`config.mk`:
```
export PLATFORM = sky130hd
export DESIGN_NAME = lnbt_ctrl
export DESIGN_NICKNAME = d
export VERILOG_FILES = /design/src/core/lnbt_pkg.sv /design/src/core/lnbt_act_det.sv /design/src/core/lnbt_ctrl.sv
export SDC_FILE = /design/constraint.sdc
export NUM_CORES = 1
export LEC_CHECK = 0
export BUFFER_PORTS_ARGS = -buffer_cell sky130_fd_sc_hd__clkbuf_2
export CAP_MARGIN = 20
export CORE_ASPECT_RATIO = 1.75
export CORE_MARGIN = 3
export CORE_UTILIZATION = 35
export DETAILED_ROUTE_END_ITERATION = 10
export SYNTH_ARGS = -nofsm -noshare
export SYNTH_HDL_FRONTEND = slang
export SYNTH_HIERARCHICAL = 1
export SYNTH_SLANG_ARGS = --single-unit
```
`constraint.sdc`:
```
create_clock -name pclk -period 2.3 [get_ports pclk]
set_input_delay 0.23 -clock pclk [delete_from_list [all_inputs] [get_ports pclk]]
set_output_delay 0.23 -clock pclk [all_outputs]
set_load 0.01 [all_outputs]
```
`src/core/lnbt_pkg.sv`:
```
/*
  Shared constants of the supply-channel tone and overcurrent control:
  register offsets, field positions, reset values and timing counts.
  Assumes a 250 MHz register clock and a 22 kHz nominal tone.
*/
package lnbt_pkg;

  // ==========================================================
  // timebase
  localparam int unsigned CLK_HZ = 250_000_000;
  localparam int unsigned TONE_HZ = 22_000;
  localparam int unsigned TONE_MIN_HZ = 17_600;
  localparam int unsigned BOOST_MULT = 16;
  localparam int unsigned OCT_MS = 48;
  // pclk cycles per half period of the boost clock
  localparam int unsigned BOOST_HALF = CLK_HZ / (TONE_HZ * BOOST_MULT * 2);
  // boost clock periods in the overcurrent limit
  localparam int unsigned OCT_TICKS = OCT_MS * TONE_HZ * BOOST_MULT / 1000;
  // longest tone period at the slowest captured tone, rounded up
  localparam int unsigned DET_CYC = (CLK_HZ + TONE_MIN_HZ - 1) / TONE_MIN_HZ;

  // ==========================================================
  // register map (byte addresses)
  localparam logic [7:0] CTRL_OFS = 8'h00;
  localparam logic [7:0] STAT_OFS = 8'h04;
  localparam logic [7:0] ISTAT_OFS = 8'h08;
  localparam logic [7:0] IMASK_OFS = 8'h0c;

  // control fields
  localparam int unsigned CTRL_EN_BIT = 0;
  localparam int unsigned CTRL_TIMER_BIT = 4;
  localparam int unsigned CTRL_SRC_BIT = 5;
  localparam int unsigned CTRL_GATE_BIT = 6;

  // live status fields
  localparam int unsigned STAT_OC_BIT = 0;
  localparam int unsigned STAT_OFF_BIT = 1;
  localparam int unsigned STAT_TPF_BIT = 2;
  localparam int unsigned STAT_TONE_PRESENT_FLAG_BIT = 3;

  // interrupt status and mask fields
  localparam int unsigned IRQ_W = 3;
  localparam int unsigned IRQ_OC_BIT = 0;
  localparam int unsigned IRQ_SHUT_BIT = 1;
  localparam int unsigned IRQ_TONE_PRESENT_FLAG_BIT = 2;

  // reset values
  localparam logic CTRL_RST = 1'b0;
  localparam logic [2:0] IMASK_RST = 3'h0;
  localparam logic [3:0] PHASE_RST = 4'h0;

endpackage

```
`src/core/lnbt_act_det.sv`:
```
/*
  Activity detector: reports a level input as active from its first
  rising edge until no rising edge has been seen for LIMIT cycles.
  Assumes the input is already synchronised to clk.
*/
`timescale 1ns/10ps
module lnbt_act_det #(
  parameter int unsigned LIMIT = lnbt_pkg::DET_CYC
) (
  input wire logic clk,
  input wire logic rst_n,
  input wire logic level,
  output logic active
);

  localparam int unsigned CW = $clog2(LIMIT + 1);

  typedef struct packed {
    logic prev;
    logic act;
    logic [CW-1:0] cnt;
  } lnbt_det_t;

  lnbt_det_t st_reg;
  lnbt_det_t st_next;

  // ==========================================================
  // edge watch
  always_comb begin
    st_next = st_reg;
    st_next.prev = level;
    if (level && !st_reg.prev) begin
      st_next.act = 1'b1;
      st_next.cnt = '0;
    end else if (st_reg.act) begin
      if (st_reg.cnt == CW'(LIMIT - 1)) begin
        st_next.act = 1'b0;
      end else begin
        st_next.cnt = st_reg.cnt + CW'(1);
      end
    end
  end

  always_ff @(posedge clk or negedge rst_n) begin
    if (!rst_n) begin
      st_reg <= '0;
    end else begin
      st_reg <= st_next;
    end
  end

  assign active = st_reg.act;

endmodule

```
`src/core/lnbt_ctrl.sv`:
```
/*
  One supply channel's digital control: overcurrent shutdown timer,
  boost switching clock and internal tone from one timebase, tone
  source selection and gating, tone detector open-drain output, and an
  APB register slave with a masked interrupt.
  Assumes pins arrive asynchronously and are synchronised here; the
  analog stage obeys lnb_out_en and the modulation outputs.
*/
// Function
// - sustained 48 ms overcurrent disables output, flags it
// - after shutdown stay off until re-enabled
// - boost clock is sixteen times tone, shared
// - detector lags tone by at most one slowest tone period
// - detector pin pulls low while tone present
// - source select: 1 internal, 0 external pin
// - gate bit and pin together gate the internal tone; external tone by gate bit only
// - stopped external pin parks output by level
// - tone present flag set while tone generated
// - control bit 4 enables the shutdown timer
// - overcurrent raises interrupt only with timer enabled
// - all control settings reset to zero
`timescale 1ns/10ps
module lnbt_ctrl #(
  parameter int unsigned OCT_TICKS = lnbt_pkg::OCT_TICKS,
  parameter int unsigned DET_CYC = lnbt_pkg::DET_CYC,
  parameter int unsigned BOOST_HALF = lnbt_pkg::BOOST_HALF
) (
  input wire logic pclk,
  input wire logic presetn,
  input wire logic psel,
  input wire logic penable,
  input wire logic pwrite,
  input wire logic [7:0] paddr,
  input wire logic [31:0] pwdata,
  output logic [31:0] prdata,
  output logic pready,
  output logic pslverr,
  input wire logic overcurrent_in,
  input wire logic external_tone_input,
  input wire logic tone_rx_in,
  output logic lnb_out_en,
  output logic boost_clk_out,
  output logic tone_mod_en,
  output logic tone_mod_lvl,
  output logic tone_det_o,
  output logic tone_det_oe_n,
  output logic irq
);

  localparam int unsigned OW = $clog2(OCT_TICKS + 1);
  localparam int unsigned BW = $clog2(BOOST_HALF + 1);
  localparam int unsigned IW = lnbt_pkg::IRQ_W;

  typedef struct packed {
    logic oc_s1;
    logic oc_s2;
    logic ext_s1;
    logic ext_s2;
    logic rx_s1;
    logic rx_s2;
    logic ctrl_en;
    logic timer_en;
    logic src_sel;
    logic gate;
    logic [BW-1:0] boost_cnt;
    logic boost_clk;
    logic [3:0] tone_ph;
    logic int_tone;
    logic [OW-1:0] oc_cnt;
    logic tpf;
    logic oc_prev;
    logic det_prev;
    logic [IW-1:0] istat;
    logic [IW-1:0] imask;
    logic [31:0] rdata;
    logic rdy;
    logic err;
    logic out_en;
    logic mod_en;
    logic mod_lvl;
    logic det_oe_n;
    logic det_lvl;
    logic irq;
  } lnbt_state_t;

  lnbt_state_t st_reg;
  lnbt_state_t st_next;

  logic ext_act;
  logic det_act;

  // ==========================================================
  // address decode, shared by reads and writes
  function automatic logic [3:0] lnbt_dec(input logic [7:0] a);
    lnbt_dec = 4'h0;
    unique case (a)
      lnbt_pkg::CTRL_OFS: lnbt_dec = 4'h1;
      lnbt_pkg::STAT_OFS: lnbt_dec = 4'h2;
      lnbt_pkg::ISTAT_OFS: lnbt_dec = 4'h4;
      lnbt_pkg::IMASK_OFS: lnbt_dec = 4'h8;
      default: lnbt_dec = 4'h0;
    endcase
  endfunction

  // ==========================================================
  // activity of the external tone pin and of the received tone
  lnbt_act_det #(.LIMIT(DET_CYC)) u_ext_det (
    .clk(pclk),
    .rst_n(presetn),
    .level(st_reg.ext_s2),
    .active(ext_act)
  );

  lnbt_act_det #(.LIMIT(DET_CYC)) u_rx_det (
    .clk(pclk),
    .rst_n(presetn),
    .level(st_reg.rx_s2),
    .active(det_act)
  );

  // ==========================================================
  // next state
  always_comb begin
    logic half_tick;
    logic rise_tick;
    logic oc_on;
    logic shut;
    logic gen;
    logic [3:0] sel;
    logic acc;
    logic [IW-1:0] set;
    logic [IW-1:0] clr;
    logic [31:0] rd;
    half_tick = 1'b0;
    rise_tick = 1'b0;
    oc_on = 1'b0;
    shut = 1'b0;
    gen = 1'b0;
    sel = 4'h0;
    acc = 1'b0;
    set = '0;
    clr = '0;
    rd = '0;
    st_next = st_reg;

    // pin synchronisers
    st_next.oc_s1 = overcurrent_in;
    st_next.oc_s2 = st_reg.oc_s1;
    st_next.ext_s1 = external_tone_input;
    st_next.ext_s2 = st_reg.ext_s1;
    st_next.rx_s1 = tone_rx_in;
    st_next.rx_s2 = st_reg.rx_s1;

    // boost clock and internal tone from one divider
    half_tick = (st_reg.boost_cnt == BW'(BOOST_HALF - 1));
    rise_tick = half_tick && !st_reg.boost_clk;
    if (half_tick) begin
      st_next.boost_cnt = '0;
      st_next.boost_clk = !st_reg.boost_clk;
      st_next.tone_ph = st_reg.tone_ph + 4'h1;
      if (st_reg.tone_ph == 4'hf) begin
        st_next.int_tone = !st_reg.int_tone;
      end
    end else begin
      st_next.boost_cnt = st_reg.boost_cnt + BW'(1);
    end

    // overcurrent shutdown timer on the boost timebase
    oc_on = st_reg.oc_s2 && st_reg.timer_en && st_reg.ctrl_en;
    if (!oc_on) begin
      st_next.oc_cnt = '0;
    end else if (rise_tick) begin
      if (st_reg.oc_cnt == OW'(OCT_TICKS)) begin
        shut = 1'b1;
        st_next.oc_cnt = '0;
      end else begin
        st_next.oc_cnt = st_reg.oc_cnt + OW'(1);
      end
    end

    // tone source and gating
    if (st_reg.src_sel) begin
      st_next.mod_en = st_reg.gate && st_reg.ext_s2;
      st_next.mod_lvl = st_reg.int_tone;
      gen = st_reg.gate && st_reg.ext_s2;
    end else begin
      st_next.mod_en = st_reg.gate;
      st_next.mod_lvl = st_reg.ext_s2;
      gen = st_reg.gate && ext_act;
    end
    st_next.tpf = gen;

    // detector output, pulled low while a tone is present
    st_next.det_oe_n = !det_act;
    // open-drain pin only ever pulls low
    st_next.det_lvl = 1'b0;

    // event sources
    st_next.oc_prev = st_reg.oc_s2;
    st_next.det_prev = det_act;
    if (st_reg.oc_s2 && !st_reg.oc_prev && st_reg.timer_en) begin
      set[lnbt_pkg::IRQ_OC_BIT] = 1'b1;
    end
    set[lnbt_pkg::IRQ_SHUT_BIT] = shut;
    set[lnbt_pkg::IRQ_TONE_PRESENT_FLAG_BIT] = det_act && !st_reg.det_prev;

    // apb: answer prepared in setup, taken in the one access cycle
    sel = lnbt_dec(paddr);
    acc = psel && penable && st_reg.rdy;
    rd[lnbt_pkg::CTRL_EN_BIT] = st_reg.ctrl_en;
    rd[lnbt_pkg::CTRL_TIMER_BIT] = st_reg.timer_en;
    rd[lnbt_pkg::CTRL_SRC_BIT] = st_reg.src_sel;
    rd[lnbt_pkg::CTRL_GATE_BIT] = st_reg.gate;
    st_next.rdata = '0;
    unique case (1'b1)
      sel[0]: st_next.rdata = rd;
      sel[1]: begin
        st_next.rdata[lnbt_pkg::STAT_OC_BIT] = st_reg.oc_s2;
        st_next.rdata[lnbt_pkg::STAT_OFF_BIT] = !st_reg.out_en;
        st_next.rdata[lnbt_pkg::STAT_TPF_BIT] = st_reg.tpf;
        st_next.rdata[lnbt_pkg::STAT_TONE_PRESENT_FLAG_BIT] = det_act;
      end
      sel[2]: st_next.rdata[IW-1:0] = st_reg.istat;
      sel[3]: st_next.rdata[IW-1:0] = st_reg.imask;
      default: st_next.rdata = '0;
    endcase
    st_next.rdy = psel && !penable;
    st_next.err = psel && !penable && (sel == 4'h0);
    if (!(psel && !penable)) begin
      st_next.rdata = '0;
    end

    if (acc && pwrite && sel[0]) begin
      st_next.ctrl_en = pwdata[lnbt_pkg::CTRL_EN_BIT];
      st_next.timer_en = pwdata[lnbt_pkg::CTRL_TIMER_BIT];
      st_next.src_sel = pwdata[lnbt_pkg::CTRL_SRC_BIT];
      st_next.gate = pwdata[lnbt_pkg::CTRL_GATE_BIT];
    end
    if (acc && pwrite && sel[2]) begin
      clr = pwdata[IW-1:0];
    end
    if (acc && pwrite && sel[3]) begin
      st_next.imask = pwdata[IW-1:0];
    end

    // shutdown drops the enable; software must write it again
    if (shut) begin
      st_next.ctrl_en = 1'b0;
    end
    st_next.out_en = st_next.ctrl_en;

    // sticky status, a new event beats a same-cycle clear
    st_next.istat = (st_reg.istat & ~clr) | set;
    st_next.irq = |(st_next.istat & st_next.imask);
  end

  // ==========================================================
  // state register
  always_ff @(posedge pclk or negedge presetn) begin
    if (!presetn) begin
      st_reg <= '0;
      st_reg.ctrl_en <= lnbt_pkg::CTRL_RST;
      st_reg.timer_en <= lnbt_pkg::CTRL_RST;
      st_reg.src_sel <= lnbt_pkg::CTRL_RST;
      st_reg.gate <= lnbt_pkg::CTRL_RST;
      st_reg.imask <= lnbt_pkg::IMASK_RST;
      st_reg.tone_ph <= lnbt_pkg::PHASE_RST;
      st_reg.det_oe_n <= 1'b1;
    end else begin
      st_reg <= st_next;
    end
  end

  // ==========================================================
  // outputs
  assign prdata = st_reg.rdata;
  assign pready = st_reg.rdy;
  assign pslverr = st_reg.err;
  assign lnb_out_en = st_reg.out_en;
  assign boost_clk_out = st_reg.boost_clk;
  assign tone_mod_en = st_reg.mod_en;
  assign tone_mod_lvl = st_reg.mod_lvl;
  assign tone_det_o = st_reg.det_lvl;
  assign tone_det_oe_n = st_reg.det_oe_n;
  assign irq = st_reg.irq;
endmodule

```
==> results of run 1 <==
## cell type report
type | count | area, µm² | share of cell area, %
flip-flops and latches | 94 | 2350 | 44.2
clock inverters | 3 | 43.8 | 0.823
inverters | 28 | 105 | 1.98
well taps | 171 | 214 | 4.02
clock buffers | 13 | 250 | 4.70
multi-input cells | 316 | 2070 | 38.8
repair buffers | 47 | 288 | 5.41
## cells by family (layout without fill, tap and decap cells)
family / count (synthesis) / after routing / synth area share [%]
XOR/XNOR: 16 / 16 / 2.94
other: 1 / 26 / 0.0787
adder cells (fa/ha/maj): 9 / 9 / 2.36
flip-flops: 94 / 94 / 49.4
buffers and inverters: 80 / 91 / 9.27
AND/OR/NAND/NOR: 166 / 166 / 21.1
multiplexers: 9 / 9 / 2.34
AO/OA/AOI/OAI: 90 / 90 / 12.6
## final timing paths
check                       startpoint                   end  slack [ns]
min in group asynchronous      presetn  u_ext_det/st_reg[10]        0.44
min reg2reg                st_next[83]            st_reg[83]        0.35
max                         st_reg[49]            st_reg[60]        0.21
max reg2reg                 st_reg[49]            st_reg[60]        0.21
max in group asynchronous      presetn   u_rx_det/st_reg[12]        1.42
min                            penable                pready         0.1
## through the flow
step / util, % / setup WS [ns] / area [µm²] / cells / total power [mW]
6_report: 40.5 / 0.206 / 5320 / 672 / 3.57
4_1_cts: 40.5 / 0.179 / 5320 / 672 / 3.63
3_5_place_dp: 37.9 / 0.207 / 4990 / 652 / 2.13
2_1_floorplan: - / 0.304 / 4860 / 490 / 2.06
3_3_place_gp: 37.9 / 0.225 / 4990 / 652 / 2.12
5_1_grt: 40.5 / 0.0396 / 5320 / 672 / 3.74
## routing by layer
metal	vias to the layer above	part of all wire, %	GRT usage, %
met5	-	0	0
met1	1716	39	14.2
li1	1662	-	-
met2	58	56	25.5
met4	0	1.8	5.33
met3	13	2.8	3.00
## report_power, final
| part | switching [mW] | internal, mW | total, mW |
|---|---|---|---|
| clock | 0.589 | 0.873 | 1.46 |
| combinational | 0.159 | 0.109 | 0.268 |
| sequential | 0.115 | 1.72 | 1.84 |
## cells in the final DEF (no fill, tap or decap), types with 10 or more instances in the layout
| master | instances |
|---|---|
| a31oi_1 | 10 |
| a21oi_1 | 11 |
| o21ai_0 | 30 |
| nand4_1 | 10 |
| clkbuf_2 | 35 |
| nor3_1 | 10 |
| nor2_1 | 25 |
| nand3_1 | 20 |
| inv_1 | 28 |
| and3_1 | 11 |
| conb_1 | 26 |
| dfrtp_1 | 93 |
| nand2_1 | 28 |
| xnor2_1 | 13 |
## worst register-to-register path, cell delays in order, from the launching register on
cell	delay, ns
dfrtp_1	0.40
inv_1	0.06
ha_1	0.18
nor4b_1	0.14
and4_1	0.23
or4b_1	0.65
o211ai_1	0.23
o21a_1	0.15
## what timing repair did
item / in CTS / in global routing
hold buffers: 4 / 0
hold endpoints to repair: 96 / 0
setup endpoints to repair: 0 / 0
==> results.ini, run 1 <==
[synthesis]
syn_inst=465
yosysSeqAreaShare_pct=49.4
synthArstFlopShare_pct=100
yosysMostFrequentCell=dfrtp_1
yosys.cell_types.count=56
synth_common_cells=dfrtp_1 (93), buf_4 (36), o21ai_0 (30), inv_1 (28), nand2_1 (28)
ys_top_cells_by_area=dfrtp_1 (49%), buf_4 (5.7%), o21ai_0 (3.1%), xnor2_1 (2.4%), ha_1 (2.4%)
synth_top_area_share_pct=48.8
synth_ff_type=dfrtp_1
syn_area_mm2=0.00477
ys_ff_latch=94
yosys.area.top_type=dfrtp_1
synth-edff-count=0
avgSynthCellArea_um2=10.3
yosysWarnings=6

[setup_path]
cp.buffers_inverters=1
endpoint_kind=flop
worstSetupPathType=flop to flop
crit_chain=inv_1 > ha_1 > nor4b_1 > and4_1 > or4b_1 > o211ai_1 > o21a_1
r2r_cells=7
cp.required_ns=2.57
cpMaxStageDelayCell=or4b_1
cp-start-kind=flop
max_stage_delay_ns=0.65
cp_num_cells=7
path_delay_family=simple AND/OR/NAND/NOR gates
worstPathArrival_ns=2.37
crit_fanout=8

[clock_network]
cts_made_buffers=9
postCtsSetupRepairBufs=0
ctsRootBufferMaster=clkbuf_16
htreeDepth=3
path_clk_slew_ns=0.06
clk_latency_ns=0.34
postCtsResizedCells=0
clock_sinks=94
tritoncts=yes
clockBufferDepth=2

[drt]
drt_iter0_drc=139
routed-via-count=3449
drcViolationCount=0
firstDrtPassIters=4
wire_per_inst_um=14.4
wl_mm=9.70
viasPerCell=5.13
final_antenna_net_count=0

[global_routing]
overflow=0
grt_max_degree=95
antenna_found_initial=0
grt_pass1_wl_mm=16.6
grt_pass1_vias=3599
gr-usage-all-layers_pct=13.6

[timing]
period_minus_slack_ns=2.09
relSlewSlack_pct=49.8
hold_viol_final=0
finalHoldWorstSlack_ns=0.0968
timing.fmax_mhz=478
setup-violations-final=0
fin_tns_setup_ns=0
fin_crit_sh_pct=91.0
clock_skew_ns=0.00903
drv_slew=0
rsz0062_at_grt=no
worstMarginPinSlew_ns=0.752

[hold_path]
min_path_type=input port to flop
hold_path_depth=2

[floorplanning]
die_area_mm2=0.0151
die_w_um=94.2
start_util_pct=36.3
core_mm2=0.0131
ios=89
fp-row-count=55
die_y_um=160

[cells_and_area]
largest_reg_flops=43
diodes=0
final_nets=553
area_growth_pct=11.6
fillers=1300
drive_gt1_share_pct=14.4

[power]
power.density_mw_per_mm2=670
irDropWorstVdd_v=0.000267
p_leak_nw=2.52

[placed_design]
dp_hpwl_mm=7.23
place.gp.congestion=0.818
numPortBuffers=36

[status]
status=complete, no violations

[run]
drv_cap=0

No activity file was read; power rests on OpenSTA's default activity.
==> run 2: changes to the inputs <==
==> constraint.sdc (replaced) <==
create_clock -name pclk -period 2.1 [get_ports pclk]
set_input_delay 0.21 -clock pclk [delete_from_list [all_inputs] [get_ports pclk]]
set_output_delay 0.21 -clock pclk [all_outputs]
set_load 0.01 [all_outputs]
==> results.ini, run 2 (synthesized netlist as in run 1, its figures left out) <==
[placed_design]
numPortBuffers=36
dp.cells=661
place_area_mm2=0.00505
place.gp.congestion=0.858
dp_hpwl_mm=7.35
preCtsSetupSlack_ns=0.0217

[cells_and_area]
fin_cells=680
largest_reg_flops=43
layout_common_cells=dfrtp_1 (93), clkbuf_2 (35), o21ai_0 (30)
seq_area_mm2=0.00235
multi_input_area_mm2=0.00207
final_nets=562
diodes=0
post-route-cell-area_mm2=0.00542
fillers=1284
area_growth_pct=13.6
layout_commonest_cell=dfrtp_1
drive_gt1_share_pct=16.5

[power]
irDropWorstVdd_v=0.000398
power.density_mw_per_mm2=749
p_comb_share_pct=7.3
swShare_pct=24.7
seqPwrFrac_pct=49.4
internal-power_mw=3.06
pwr-share-clk_pct=43.3
p_leak_nw=2.58
p_sw_mw=1.00

[floorplanning]
ios=89
die_area_mm2=0.0151
die_y_um=160
fp-row-count=55
core_mm2=0.0131
die_w_um=94.2
start_util_pct=36.3

[global_routing]
antenna_found_initial=0
grt_max_degree=43
overflow=0
grt_pass1_vias=3621
grt_pass1_wl_mm=16.9
gr-usage-all-layers_pct=13.6

[drt]
drt_iter0_drc=136
firstDrtPassIters=4
drcViolationCount=0
wl_mm=9.85
final_antenna_net_count=0
viasPerCell=5.13
wire_per_inst_um=14.5
routed-via-count=3491

[timing]
period_minus_slack_ns=1.98
hold_viol_final=0
setup-violations-final=0
fin_crit_sh_pct=94.1
clock_skew_ns=0.00973
fin_tns_setup_ns=0
drv_slew=0
timing.fmax_mhz=506
finalHoldWorstSlack_ns=0.0738
timing.final.ws_setup_ns=0.124
rsz0062_at_grt=no

[clock_network]
tritoncts=yes
ctsRootBufferMaster=clkbuf_16
cts_made_buffers=9
clk_latency_ns=0.34
postCtsSetupRepairBufs=0
htreeDepth=3
clockBufferDepth=2
path_clk_slew_ns=0.07
clock_sinks=94

[setup_path]
worstSetupPathType=flop to flop
endpoint_kind=flop
cp-start-kind=flop
worstPathArrival_ns=2.23
crit_fanout=8
cp.required_ns=2.35

[hold_path]
min_path_type=input port to flop

[run]
drv_cap=0

[status]
status=complete, no violations

-- run 2: final cells by class --
type                            instances  share of cell area [%]
Timing Repair Buffer                   56                    6.56
Multi-Input combinational cell        316                    38.2
Sequential cell                        94                    43.5
Clock buffer                            9                    4.16
Clock inverter                          6                    1.73
Inverter                               28                    1.94
Tap cell                              171                    3.95
-- run 2: path summary, 6_finish.rpt --
check | slack [ns] | endpoint | startpoint | depth (start not counted)
worst max-delay path | 0.12 | st_reg[62] | st_reg[50] | 7
worst min-delay path | 0.07 | pready | penable | 2
worst max register to register | 0.12 | st_reg[62] | st_reg[50] | 7
worst min register to register | 0.35 | st_reg[83] | st_next[83] | 0
max in group asynchronous | 1.04 | tone_det_oe_n | presetn | 3
min in group asynchronous | 0.38 | u_rx_det/st_reg[11] | presetn | 2
-- run 2: per-layer routing --
| metal | part of all wire [%] | track usage (%) |
|---|---|---|
| met1 | 39 | 14.6 |
| met3 | 2.3 | 2.62 |
| met2 | 56 | 25.7 |
| met4 | 2.0 | 4.67 |
| met5 | 0 | 0 |
-- run 2: through the flow --
stage                     util (%)  power, mW
after floorplan                  -       2.26
after global placement        38.4       2.32
after detailed placement      38.4       2.33
after CTS                     41.2       4.11
after global routing          41.2       4.24
final                         41.2       4.06
-- run 2: critical path: stages (launching register included) --
cell      delay, ns
dfrtp_1        0.37
inv_1          0.07
ha_1           0.18
nor4b_1        0.14
and4_1         0.24
or4b_4         0.58
a211o_1        0.25
o211ai_1       0.07
-- run 2: power by group through the flow --
stage	logic [mW]	clock network, mW	registers, mW
final	0.294	1.76	2.01
after global routing	0.343	1.87	2.02
after CTS	0.299	1.80	2.01
after detailed placement	0.292	0	2.04
after global placement	0.281	0	2.04
after floorplan	0.281	0	1.98
-- run 2: timing repair --
item | CTS | global route
resized for setup | 0 | 1
endpoints found under the setup margin | 0 | 3
endpoints found under the hold margin | 36 | 0
hold buffers | 4 | 0
==> run 3: changes to the inputs <==
--- a/config.mk
+++ b/config.mk
@@ -5,6 +5,7 @@
 export SDC_FILE = /design/constraint.sdc
 export NUM_CORES = 1
 export LEC_CHECK = 0
+export ABC_AREA = 1
 export BUFFER_PORTS_ARGS = -buffer_cell sky130_fd_sc_hd__clkbuf_2
 export CAP_MARGIN = 20
 export CORE_ASPECT_RATIO = 1.75
@@ -13,5 +14,4 @@
 export DETAILED_ROUTE_END_ITERATION = 10
 export SYNTH_ARGS = -nofsm -noshare
 export SYNTH_HDL_FRONTEND = slang
-export SYNTH_HIERARCHICAL = 1
 export SYNTH_SLANG_ARGS = --single-unit
==> results.ini, run 3 <==
[cells_and_area]
drive_gt1_share_pct=11.9
largest_reg_flops=43
seq_area_mm2=0.00235
area_growth_pct=12.5
post-route-cell-area_mm2=0.00581
multi_input_area_mm2=0.00227
diodes=0
layout_commonest_cell=nand2_1
fin_util_pct=40.2
fillers=1535
final_nets=774
layout_common_cells=nand2_1 (171), dfrtp_1 (93), inv_1 (85), nor2_1 (85), nand3_1 (41)

[floorplanning]
core_mm2=0.0144
die_w_um=97.8
ios=89
fp-row-count=58
start_util_pct=35.8
die_area_mm2=0.0163
die_y_um=167

[synthesis]
syn_area_mm2=0.00516
yosys.area.top_type=dfrtp_1
yosysSeqAreaShare_pct=45.6
yosysMostFrequentCell=nand2_1
avgSynthCellArea_um2=7.67
ys_top_cells_by_area=dfrtp_1 (45%), nand2_1 (12%), inv_1 (6.2%), nor2_1 (6.2%), buf_4 (4.8%)
yosysWarnings=0
synth_common_cells=nand2_1 (171), dfrtp_1 (93), inv_1 (85), nor2_1 (85), nand3_1 (41)
synth-edff-count=0
synth_ff_type=dfrtp_1
ys_ff_latch=94
synthArstFlopShare_pct=100
syn_inst=673
yosys.cell_types.count=43
synth_top_area_share_pct=45.1

[drt]
routed-via-count=4182
viasPerCell=4.64
firstDrtPassIters=4
wire_per_inst_um=12.3
wl_mm=11.1
final_antenna_net_count=0
drcViolationCount=0
drt_iter0_drc=177

[timing]
fin_crit_sh_pct=81.4
worstMarginPinSlew_ns=0.611
timing.final.ws_setup_ns=0.390
setup-violations-final=0
hold_viol_final=0
fin_tns_setup_ns=0
rsz0062_at_grt=no
timing.fmax_mhz=585
relSlewSlack_pct=58.9
period_minus_slack_ns=1.71
clock_skew_ns=0.00508
drv_slew=0

[global_routing]
gr-usage-all-layers_pct=14.4
grt_max_degree=40
grt_pass1_vias=4153
grt_pass1_wl_mm=19.1
antenna_found_initial=1
overflow=0

[setup_path]
worstSetupPathType=flop to flop
worstPathArrival_ns=1.99
cp.required_ns=2.38
r2r_end=st_reg[52]
endpoint_kind=flop
r2r_setup_slack_ns=0.39
rr_startpoint=st_reg[70]
r2r_cells=9
cp-start-kind=flop
crit_fanout=18

[hold_path]
min_to=st_reg[79]
hp-start=pwdata[6]
hold_path_depth=3
min_path_type=input port to flop

[clock_network]
tritoncts=yes
postCtsResizedCells=0
clock_sinks=94
hold_buffers=4
clockBufferDepth=2
postCtsSetupRepairBufs=0
htreeDepth=3
cts_made_buffers=9
ctsRootBufferMaster=clkbuf_16
clk_latency_ns=0.34
path_clk_slew_ns=0.07

[power]
power.density_mw_per_mm2=703
p_leak_nw=2.87
irDropWorstVdd_v=0.000321
power_mw=4.08

[placed_design]
dp_hpwl_mm=8.55
numPortBuffers=36
place_area_mm2=0.00544
preCtsSetupSlack_ns=0.369
place.gp.congestion=0.858

[status]
status=complete, no violations

[run]
drv_cap=0

-- run 3: worst max-delay path, stage by stage (launching register included) --
cell	delay (ns)
dfrtp_1	0.42
inv_1	0.07
ha_1	0.14
nand2_1	0.07
nor2_2	0.12
nand3_2	0.13
nand2_2	0.29
inv_2	0.13
o21ai_1	0.13
and2_1	0.13
-- run 3: worst max path at each step --
stage | startpoint | to | cells after the start
5_1_grt | st_reg[70] | st_reg[52] | 9
6_report | st_reg[70] | st_reg[52] | 9
3_5_place_dp | st_reg[70] | st_reg[52] | 9
3_3_place_gp | st_reg[70] | st_reg[56] | 9
4_1_cts | st_reg[70] | st_reg[52] | 9
2_1_floorplan | u_ext_det.st_reg[0] | u_ext_det.st_reg[5] | 12
-- run 3: area by class of cell --
type | count | area share (%)
Multi-Input combinational cell | 473 | 39.2
Timing Repair Buffer | 45 | 4.70
Sequential cell | 94 | 40.5
Inverter | 94 | 6.16
Tap cell | 180 | 3.88
Clock inverter | 5 | 1.40
Clock buffer | 11 | 4.18
-- run 3: report_power, final --
group / total [mW] / switching, mW / leakage [nW] / internal [mW]
clock network: 1.77 / 0.693 / 0.156 / 1.08
registers: 1.97 / 0.0850 / 1.21 / 1.89
logic: 0.339 / 0.220 / 1.51 / 0.119
total: 4.08 / 0.999 / 2.87 / 3.09
-- run 3: logic make-up (layout without fill, tap and decap cells) --
group	count (synthesis)	count (layout)	share of synthesized area, %
AO/OA/AOI/OAI	66	66	7.17
XOR/XNOR	8	8	1.36
adder cells (fa/ha/maj)	9	9	2.18
buffers and inverters	131	155	12.2
flip-flops	94	94	45.6
other	1	26	0.0726
AND/OR/NAND/NOR	364	364	31.5
-- run 3: metal layers --
metal	vias up	routed length [µm]	GRT usage, %
li1	2169	-	-
met1	1916	4480	16.0
met2	77	5910	26.3
met3	18	385	2.85
met4	2	260	6.15
met5	-	13	0
-- run 3: stage by stage --
step / cells / hold slack (ns)
after global routing: 902 / 0.138
after global placement: 882 / 0.146
after CTS: 902 / 0.114
after floorplan: 698 / -0.0856
after detailed placement: 882 / 0.147
final: 902 / 0.125
